## src/rtl/mnx_cfg.svh

```systemverilog
// Opcodes, cycle counts and flag positions of the multiply, dispatch and idle unit
`ifndef MNX_CFG_SVH
`define MNX_CFG_SVH
`define MNX_OP_MUL_IND 8'h85
`define MNX_OP_MUL_IMM 8'h86
`define MNX_OP_NEXT 8'h0f
`define MNX_OP_IDLE 8'hff
`define MNX_CYC_MUL 5'd22
`define MNX_CYC_NEXT 5'd10
`define MNX_CYC_IDLE 5'd4
`define MNX_POINTER_STEP 16'h0002
`define MNX_FLAG_Z 2
`define MNX_FLAG_S 1
`define MNX_FLAG_V 0
`endif

```

## src/rtl/mnx_pkg.sv

```systemverilog
// Types shared by the multiply, dispatch and idle unit
package mnx_pkg;
    typedef enum logic [3:0] {
        ST_IDLE = 4'b0001,
        ST_MUL = 4'b0010,
        ST_NEXT = 4'b0100,
        ST_WAIT = 4'b1000
    } mnx_state_type;
endpackage : mnx_pkg

```

## src/rtl/mnx_mul8.sv

```systemverilog
// Registered unsigned 8x8 multiplier
`timescale 1ns/1ps
module mnx_mul8 #(
    parameter int WIDTH = 8
) (
    // Clock and reset
    input wire logic mclk,
    input wire logic reset_n,
    // Operands and product
    input wire logic [WIDTH-1:0] opa,
    input wire logic [WIDTH-1:0] opb,
    output logic [2*WIDTH-1:0] product_q
);
    // Both operands are zero-extended, so the product is purely unsigned
    always_ff @(posedge mclk)
    begin
        if (!reset_n)
            product_q <= '0;
        else
            product_q <= {{WIDTH{1'b0}}, opa} * {{WIDTH{1'b0}}, opb};
    end
endmodule : mnx_mul8

```

## src/rtl/mnx_exec.sv

```systemverilog
// Execute unit for unsigned multiply, threaded dispatch and idle instructions
// How it works
// - Opcodes 85/86 multiply; 16-bit product to pair, high byte even, 22 cycles.
// - Opcode 0F, 10 cycles, loads program counter from word at instruction pointer.
// - After that load the instruction pointer advances by two.
// - Dispatch and idle instructions leave all condition flags unchanged.
// - Opcode FF changes nothing and only spends 4 cycles.
// - Multiply treats even destination byte and source byte as unsigned.
// - Multiply sets zero and sign from result and clears overflow.
`timescale 1ns/1ps
`include "mnx_cfg.svh"
module mnx_exec
    import mnx_pkg::*;
#(
    parameter int FLAGW = 3
) (
    // Clock and reset
    input wire logic mclk,
    input wire logic reset_n,
    // Instruction issue
    input wire logic start,
    input wire logic [7:0] opcode,
    // Operands: even destination byte, indirect and immediate source
    input wire logic [7:0] dst_hi,
    input wire logic [7:0] src_ind,
    input wire logic [7:0] src_imm,
    // Pointer, program counter, flags and program memory word at the instruction pointer
    input wire logic [15:0] instruction_pointer_in,
    input wire logic [15:0] program_counter_in,
    input wire logic [15:0] pmem_word,
    input wire logic [FLAGW-1:0] flags_in,
    // Results
    output logic busy_q,
    output logic done_q,
    output logic pair_we_q,
    output logic [7:0] pair_hi_q,
    output logic [7:0] pair_lo_q,
    output logic [15:0] pmem_addr_q,
    output logic [15:0] program_counter_q,
    output logic [15:0] instruction_pointer_q,
    output logic regs_we_q,
    output logic [FLAGW-1:0] flags_q
);
    mnx_state_type state_q;
    logic [4:0] cnt_q;
    logic [7:0] mul_src_q;
    logic [7:0] mul_dst_q;
    logic [15:0] product;
    logic finish;

    assign finish = (state_q != ST_IDLE) && (cnt_q == 5'd1);

    mnx_mul8 #(.WIDTH(8)) i_mnx_mul8 (
        .mclk(mclk),
        .reset_n(reset_n),
        .opa(mul_dst_q),
        .opb(mul_src_q),
        .product_q(product)
    );

    always_ff @(posedge mclk)
    begin
        if (!reset_n)
        begin
            mul_src_q <= 8'h00;
            mul_dst_q <= 8'h00;
        end
        else if (start && state_q == ST_IDLE)
        begin
            mul_dst_q <= dst_hi;
            mul_src_q <= (opcode == `MNX_OP_MUL_IMM) ? src_imm : src_ind;
        end
    end

    always_ff @(posedge mclk)
    begin
        if (!reset_n)
        begin
            state_q <= ST_IDLE;
            cnt_q <= 5'd0;
        end
        else
        begin
            unique case (state_q)
                ST_IDLE:
                begin
                    if (start)
                    begin
                        // Unknown opcodes are left to the rest of the core
                        if (opcode == `MNX_OP_MUL_IND || opcode == `MNX_OP_MUL_IMM)
                        begin
                            state_q <= ST_MUL;
                            cnt_q <= `MNX_CYC_MUL;
                        end
                        else if (opcode == `MNX_OP_NEXT)
                        begin
                            state_q <= ST_NEXT;
                            cnt_q <= `MNX_CYC_NEXT;
                        end
                        else if (opcode == `MNX_OP_IDLE)
                        begin
                            state_q <= ST_WAIT;
                            cnt_q <= `MNX_CYC_IDLE;
                        end
                    end
                end
                ST_MUL, ST_NEXT, ST_WAIT:
                begin
                    cnt_q <= cnt_q - 5'd1;
                    if (finish)
                        state_q <= ST_IDLE;
                end
                default:
                begin
                    state_q <= ST_IDLE;
                    cnt_q <= 5'd0;
                end
            endcase
        end
    end

    always_ff @(posedge mclk)
    begin
        if (!reset_n)
        begin
            busy_q <= 1'b0;
            done_q <= 1'b0;
        end
        else
        begin
            done_q <= finish;
            busy_q <= (state_q == ST_IDLE) ? (start && (opcode == `MNX_OP_MUL_IND
                || opcode == `MNX_OP_MUL_IMM || opcode == `MNX_OP_NEXT
                || opcode == `MNX_OP_IDLE)) : !finish;
        end
    end

    // product written to pair on completion
    always_ff @(posedge mclk)
    begin
        if (!reset_n)
        begin
            pair_we_q <= 1'b0;
            pair_hi_q <= 8'h00;
            pair_lo_q <= 8'h00;
        end
        else
        begin
            pair_we_q <= finish && state_q == ST_MUL;
            if (finish && state_q == ST_MUL)
            begin
                pair_hi_q <= product[15:8];
                pair_lo_q <= product[7:0];
            end
        end
    end

    // other instructions pass flags through untouched
    always_ff @(posedge mclk)
    begin
        if (!reset_n)
            flags_q <= '0;
        else if (finish && state_q == ST_MUL)
        begin
            flags_q <= flags_in;
            flags_q[`MNX_FLAG_Z] <= (product == 16'h0000);
            flags_q[`MNX_FLAG_S] <= product[15];
            flags_q[`MNX_FLAG_V] <= 1'b0;
        end
        else
            flags_q <= flags_in;
    end

    // fetch address and program counter load
    always_ff @(posedge mclk)
    begin
        if (!reset_n)
        begin
            pmem_addr_q <= 16'h0000;
            program_counter_q <= 16'h0000;
            instruction_pointer_q <= 16'h0000;
            regs_we_q <= 1'b0;
        end
        else
        begin
            regs_we_q <= finish && state_q == ST_NEXT;
            if (start && state_q == ST_IDLE && opcode == `MNX_OP_NEXT)
                pmem_addr_q <= instruction_pointer_in;
            if (finish && state_q == ST_NEXT)
            begin
                program_counter_q <= pmem_word;
                instruction_pointer_q <= pmem_addr_q + `MNX_POINTER_STEP;
            end
            else if (state_q == ST_IDLE)
            begin
                program_counter_q <= program_counter_in;
                instruction_pointer_q <= instruction_pointer_in;
            end
        end
    end

    // Assertions
    logic [4:0] span_q;
    always_ff @(posedge mclk)
    begin
        if (!reset_n || state_q == ST_IDLE)
            span_q <= 5'd0;
        else
            span_q <= span_q + 5'd1;
    end

    chk_mul_length: assert property (@(posedge mclk) disable iff (!reset_n)
        (finish && state_q == ST_MUL) |-> span_q == 5'd21)
        else $error("multiply length wrong");
    chk_next_length: assert property (@(posedge mclk) disable iff (!reset_n)
        (finish && state_q == ST_NEXT) |-> span_q == 5'd9)
        else $error("dispatch length wrong");
    chk_next_counter: assert property (@(posedge mclk) disable iff (!reset_n)
        (finish && state_q == ST_NEXT) |=> program_counter_q == $past(pmem_word))
        else $error("program counter not loaded");
    chk_pointer_step: assert property (@(posedge mclk) disable iff (!reset_n)
        regs_we_q |-> instruction_pointer_q == pmem_addr_q + 16'h0002)
        else $error("pointer not advanced by two");
    chk_flags_kept: assert property (@(posedge mclk) disable iff (!reset_n)
        (finish && state_q != ST_MUL) |=> flags_q == $past(flags_in))
        else $error("flags changed");
    chk_idle_length: assert property (@(posedge mclk) disable iff (!reset_n)
        (finish && state_q == ST_WAIT) |-> span_q == 5'd3 ##1 !pair_we_q && !regs_we_q)
        else $error("idle wrong");
    chk_mul_value: assert property (@(posedge mclk) disable iff (!reset_n)
        pair_we_q |-> {pair_hi_q, pair_lo_q} == 16'(mul_dst_q) * 16'(mul_src_q))
        else $error("product wrong");
    chk_mul_flags: assert property (@(posedge mclk) disable iff (!reset_n)
        pair_we_q |-> flags_q[2] == ({pair_hi_q, pair_lo_q} == 16'h0000)
        && flags_q[1] == pair_hi_q[7] && !flags_q[0])
        else $error("multiply flags wrong");

    cov_mul: cover property (@(posedge mclk) pair_we_q);
    cov_next: cover property (@(posedge mclk) regs_we_q);
    cov_idle: cover property (@(posedge mclk) finish && state_q == ST_WAIT);
endmodule : mnx_exec

```

## config.mk

```make
export PLATFORM = sky130hd
export DESIGN_NAME = mnx_exec
export DESIGN_NICKNAME = d
export VERILOG_FILES = /design/src/rtl/mnx_pkg.sv /design/src/rtl/mnx_mul8.sv /design/src/rtl/mnx_exec.sv
export VERILOG_INCLUDE_DIRS = /design/src /design/src/rtl
export SDC_FILE = /design/constraint.sdc
export NUM_CORES = 1
export LEC_CHECK = 0
export ABC_AREA = 0
export BUFFER_PORTS_ARGS = -buffer_cell sky130_fd_sc_hd__buf_2
export CAP_MARGIN = 5
export CORE_MARGIN = 3
export CORE_UTILIZATION = 55
export CTS_BUF_LIST = sky130_fd_sc_hd__clkbuf_16
export DETAILED_ROUTE_END_ITERATION = 16
export PLACE_DENSITY = 0.88
export SYNTH_ARGS = -nofsm -noshare
export SYNTH_HDL_FRONTEND = slang
export SYNTH_SLANG_ARGS = --single-unit
```

## constraint.sdc

```tcl
create_clock -name mclk -period 4.7 [get_ports mclk]
set_clock_uncertainty 0.1 [all_clocks]
set_input_delay 0.94 -clock mclk [delete_from_list [all_inputs] [get_ports mclk]]
set_output_delay 0.94 -clock mclk [all_outputs]
set_load 0.01 [all_outputs]
```

### After elaboration in Yosys (flattened, before gate mapping)

Index checks and enable logic that the tools add are counted.
W data, S select, Z words.

| storage, ports and cells | value |
|---|---|
| bits in registers | 112 |
| input bits | 86 |
| output and inout bits | 71 |

| operators by class | value |
|---|---|
| add/subtract/negate cells | 2 |
| multipliers | 1 |
| eq/ne operators | 13 |
| mux-type cells | 18 |
| bitwise operators | 1 |
| reductions and logical operators | 16 |

Operators by type and width:

| operator | count |
|---|---|
| $mux W16 | 4 |
| $eq A8 B8 Y1 const B | 3 |
| $mux W4 | 5 |
| $mux W5 | 4 |
| $add A16 B2 Y16 const B | 1 |
| $logic_not A16 Y1 | 1 |
| $mul A8 B8 Y16 | 1 |
| $pmux W5 S2 | 1 |
| $eq A8 B4 Y1 const B | 1 |
| $mux W8 | 1 |
| $pmux W4 S2 | 1 |
| $logic_and A1 B1 Y1 | 6 |
| $eq A5 B1 Y1 const B | 1 |
| $sub A5 B1 Y5 const B | 1 |
| $eq A4 B1 Y1 const B | 1 |
| $eq A4 B2 Y1 const B | 1 |
| $eq A4 B3 Y1 const B | 1 |
| $eq A4 B4 Y1 const B | 1 |
| $ne A2 B2 Y1 const B | 2 |
| $ne A4 B1 Y1 const B | 1 |
| $ne A4 B4 Y1 const B | 1 |
| $logic_or A1 B1 Y1 | 3 |
| $mux W3 | 1 |
| $reduce_and A3 Y1 | 1 |
| 7 further kinds | 7 |

### Logic depth before layout (Yosys ltp)

| logic depth | value |
|---|---|
| depth in word-level cells | 6 |
| depth in mapped cells | 16 |

### Modules after synthesis

From an unflattened synthesis, not the netlist that was laid out.

| second synthesis, totals | value |
|---|---|
| cells, all modules | 764 |
| area, all modules | 6,725.2 um^2 |

By module, submodules not included:

| module | times used | cells each | area each (um^2) | seq. area each (um^2) |
|---|---|---|---|---|
| mnx_exec | 1 | 485 | 4,214.0 | 1,921.8 |
| mnx_mul8 | 1 | 279 | 2,511.2 | 320.3 |

### Worst setup path before layout

Ideal clock, no wire load.

| timing path | value |
|---|---|
| path type | reg-to-reg |
| start | reg mul_src_q[6] |
| end | reg i_mnx_mul8.product_q[15] |
| arrival | 4.026 ns |
| data required time | 4.485 ns |
| path slack | 0.459 ns |
| stages on the path, launching flop included | 15 |
| buffers on the path | 1 |
| clock period less this slack | 4.241 ns |
| cell sequence | dfxtp_1 -> clkbuf_1 -> and2_1 -> fa_1 -> fa_1 -> fa_1 -> inv_1 -> fa_1 -> inv_1 -> ha_1 -> a21o_1 -> a21o_1 -> a221oi_1 -> a21oi_1 -> o21a_1 |

| on the way | value |
|---|---|
| longest elaborated chain between the ends | 1 |

RTL lines:

| element | line | text |
|---|---|---|
| start: declaration | mnx_exec.sv:46 | `logic [7:0] mul_src_q;` |
| start signal: assignment | mnx_exec.sv:71 | `` mul_src_q <= (opcode == `MNX_OP_MUL_IMM) ? src_imm : src_ind; `` |
| $mul A8 B8 Y16 | mnx_mul8.sv:20 | `product_q <= {{WIDTH{1'b0}}, opa} * {{WIDTH{1'b0}}, opb};` |
| end signal: assignment | mnx_mul8.sv:20 |  |
| end: declaration | mnx_mul8.sv:12 | `output logic [2*WIDTH-1:0] product_q` |

Every way passes these cells.
A chain may end at the register's enable or synchronous reset.

### Worst setup path after layout

| timing path | value |
|---|---|
| start | reg mul_dst_q[1] |
| end | reg i_mnx_mul8.product_q[12] |

| on the way | value |
|---|---|
| longest elaborated chain between the ends | 1 |

RTL lines:

| element | line | text |
|---|---|---|
| start: declaration | mnx_exec.sv:47 | `logic [7:0] mul_dst_q;` |
| start signal: assignment | mnx_exec.sv:70 | `mul_dst_q <= dst_hi;` |
| $mul A8 B8 Y16 | mnx_mul8.sv:20 |  |

Every way passes these cells.

==> impl_metrics.csv <==
group,metric,value,unit
routing,ant_nets,0,
final_layout,final_cell_mix,"156 x buf_2, 112 x dfxtp_1, 99 x nand2_1",
global_route,grt_overflow,0,
place,dp.final_hpwl,11800,um
floorplan,row_count,39,
setup_path,cpPeakStageDelay,0.55,ns
outcome,status,"finished clean",
final_layout,fillers,964,
clocking,cts-root-buf,"clkbuf_16",
synthesis,yosysSeqAreaShare,33.7,%
setup_path,end_kind,"flip-flop",
sta,hold_viol_final,0,
floorplan,dieWidth,116,um
final_layout,antenna_cells,0,
setup_path,worstPathCellList,"and2_1, fa_1, fa_1, inv_1, fa_1, fa_1, inv_1, ha_1, and2_1, a211oi_1, nor4b_1, a211oi_1, mux2i_1",
routing,met2WireLength,7750,um
clocking,cts_hold_buffers,0,
sta,fin_crit,4.46,ns
routing,drc,0,
clocking,cts_resized,0,
floorplan,dieHeight,116,um
floorplan,ios,157,
global_route,track_usage,23.8,%
setup_path,worst_path_max_delay_cell,"fa_1",
sta,finalSetupTns,0,ns
setup_path,cp_common_cell,"fa_1",
floorplan,start_util,57.2,%
routing,highest_layer,"met4",
routing,wl_met1,6810,um
synthesis,synth-edff-count,0,
synthesis,synthTopCellsByArea,"dfxtp_1 34%, fa_1 11%, ha_1 7.3%",
synthesis,syn_area,6650,um2
clocking,cts.sinks,112,
clocking,clk_latency,0.35,ns
setup_path,worstSetupPathType,"flip-flop to flip-flop",
routing,dr_total_vias,5714,
routing,viasPerCell,5.56,
setup_path,cp.required,4.88,ns
place,dp_slack,0.251,ns
clocking,cts_setup_buffers,0,
job,max-cap-violations,0,
synthesis,syn_inst,741,
place,port_buffers,156,
clocking,clockBufferDepth,2,
final_layout,stdcell_count,1027,
synthesis,ys_async_sr_fraction,0,%
clocking,cts-buffers-inserted,9,
floorplan,core,11600,um2
global_route,grt_pass1_vias,5553,
final_layout,syn2layout_area_growth,17.2,%
synthesis,synth.net_count,902,
sta,fin_crit_sh,94.8,%
synthesis,yosys.cell_types.count,58,
setup_path,critical_path.max_fanout,9,
pwr,p_leak,3.78,nW
synthesis,synth-seq-cells,112,
sta,setup_viol,0,
setup_path,worstPathArrival,4.64,ns
synthesis,yosysWarnings,0,
setup_path,worstSetupStartpointType,"flip-flop",
final_layout,final_common_cell,"buf_2",
routing,wl_per_cell,15.3,um
final_layout,final_nets,1041,
sta,timing.final.max_slew_violations,0,
clocking,clk_pin_slew,0.07,ns
sta,max_slew_margin,23.2,%
clocking,h-tree-depth,3,
sta,max_freq,224,MHz
routing,drt_wl_total,15800,um
routing,drt_iter0_markers,373,
place,gp_congestion,0.847,
pwr,vdd.ir_drop.worst,0.188,mV
clocking,cts_tree,"yes",
final_layout,drive_gt1_share,22.1,%
pwr,powerDensity,267,nW/um2
floorplan,die-area,13400,um2
global_route,antenna_found_initial,0,
sta,setup_slack,0.244,ns
synthesis,yosysTopAreaCell,"dfxtp_1",
synthesis,netlist.area_leader.share,33.7,%
synthesis,syn_avg_cell_area,8.97,um2
routing,wl_met3,900,um
place,place_inst,1012,
sta,worst_slew_pin_slew,1.15,ns
min_path,min_path_type,"flip-flop to flip-flop",
global_route,grt_pass1_wl,26000,um
routing,dr.pass1.iters,6,
synthesis,synth-main-ff-cell,"dfxtp_1",
global_route,grt_max_degree,72,
sta,rsz0062_at_grt,"no",
cells by family after synthesis:
kind of cell | count (synthesis) | share of synthesized area [%]
AO/OA/AOI/OAI | 160 | 15.9
buffers and inverters | 101 | 6.36
adder cells (fa/ha/maj) | 75 | 18.2
multiplexers | 24 | 3.75
AND/OR/NAND/NOR | 250 | 19.6
flip-flops | 112 | 33.7
XOR/XNOR | 19 | 2.50
metal layers:
metal / track usage, % / vias to the layer above
li1: - / 2797
met1: 30.7 / 2716
met2: 40.4 / 168
met3: 4.70 / 33
met4: 7.27 / 0
met5: 0 / -
synthesized netlist by cell type (15+ instances only):
cell and instances:
nand2_1 99, mux2i_1 17, a22o_1 18, a211oi_1 18, a22oi_1 20, clkbuf_1 16
and2_1 56, fa_1 36, inv_1 67, o21ai_0 15, dfxtp_1 112, a21oi_1 63
ha_1 39, nor2_1 35
worst max-delay path: cells and delay by family, from the launching register on:
kind	cells	cell delay [ns]
multiplexers	1	0.20
AO/OA/AOI/OAI	2	0.74
adder cells (fa/ha/maj)	5	2.36
buffers and inverters	2	0.09
AND/OR/NAND/NOR	3	0.52
flip-flops	1	0.39
registers in the layout, indices dropped and copies added, names as in the netlist:
register	count
pair_we_q	1
pair_hi_q	8
state_q	4
mul_src_q	8
busy_q	1
mul_dst_q	8
pmem_addr_q	16
instruction_pointer_q	16
i_mnx_mul8.product_q	16
flags_q	3
cnt_q	5
regs_we_q	1
done_q	1
pair_lo_q	8
program_counter_q	16
power breakdown:
| part | leakage, nW | switching, W | internal, W |
|---|---|---|---|
| Clock | 0.154 | 0.000345 | 0.000469 |
| Combinational | 2.71 | 0.000139 | 0.000113 |
| Sequential | 0.917 | 0.0000338 | 0.000984 |
area by class of cell:
class / count / area, um2 / share of cell area [%]
clock buffer: 9 / 225 / 2.89
inverter: 68 / 255 / 3.28
sequential: 112 / 2240 / 28.8
clock inverter: 6 / 90.1 / 1.16
multi-input combinational: 528 / 3980 / 51.1
timing repair buffer: 161 / 818 / 10.5
tap: 143 / 179 / 2.30
final timing paths:
check / start / to / slack (ns) / depth (start not counted)
min reg2reg: program_counter_q[8]$_SDFFE_PN0P_ / program_counter_q[8]$_SDFFE_PN0P_ / 0.35 / 2
max: mul_dst_q[1]$_SDFFE_PN0P_ / i_mnx_mul8.product_q[12]$_SDFF_PN0_ / 0.24 / 13
min: program_counter_q[8]$_SDFFE_PN0P_ / program_counter_q[8]$_SDFFE_PN0P_ / 0.35 / 2
max reg2reg: mul_dst_q[1]$_SDFFE_PN0P_ / i_mnx_mul8.product_q[12]$_SDFF_PN0_ / 0.24 / 13
metrics by stage:
stage | hold WS [ns] | power (W) | util (%) | cell area [um2]
3_5_place_dp | 0.344 | 0.00129 | 64.4 | 7470
2_1_floorplan | 0.343 | 0.00119 | - | 6650
5_1_grt | 0.386 | 0.00217 | 67.1 | 7790
3_3_place_gp | 0.339 | 0.00128 | 64.4 | 7470
4_1_cts | 0.354 | 0.00210 | 67.1 | 7790
6_report | 0.351 | 0.00208 | 67.1 | 7790
Note: power is estimated with default switching activity, not from simulation.
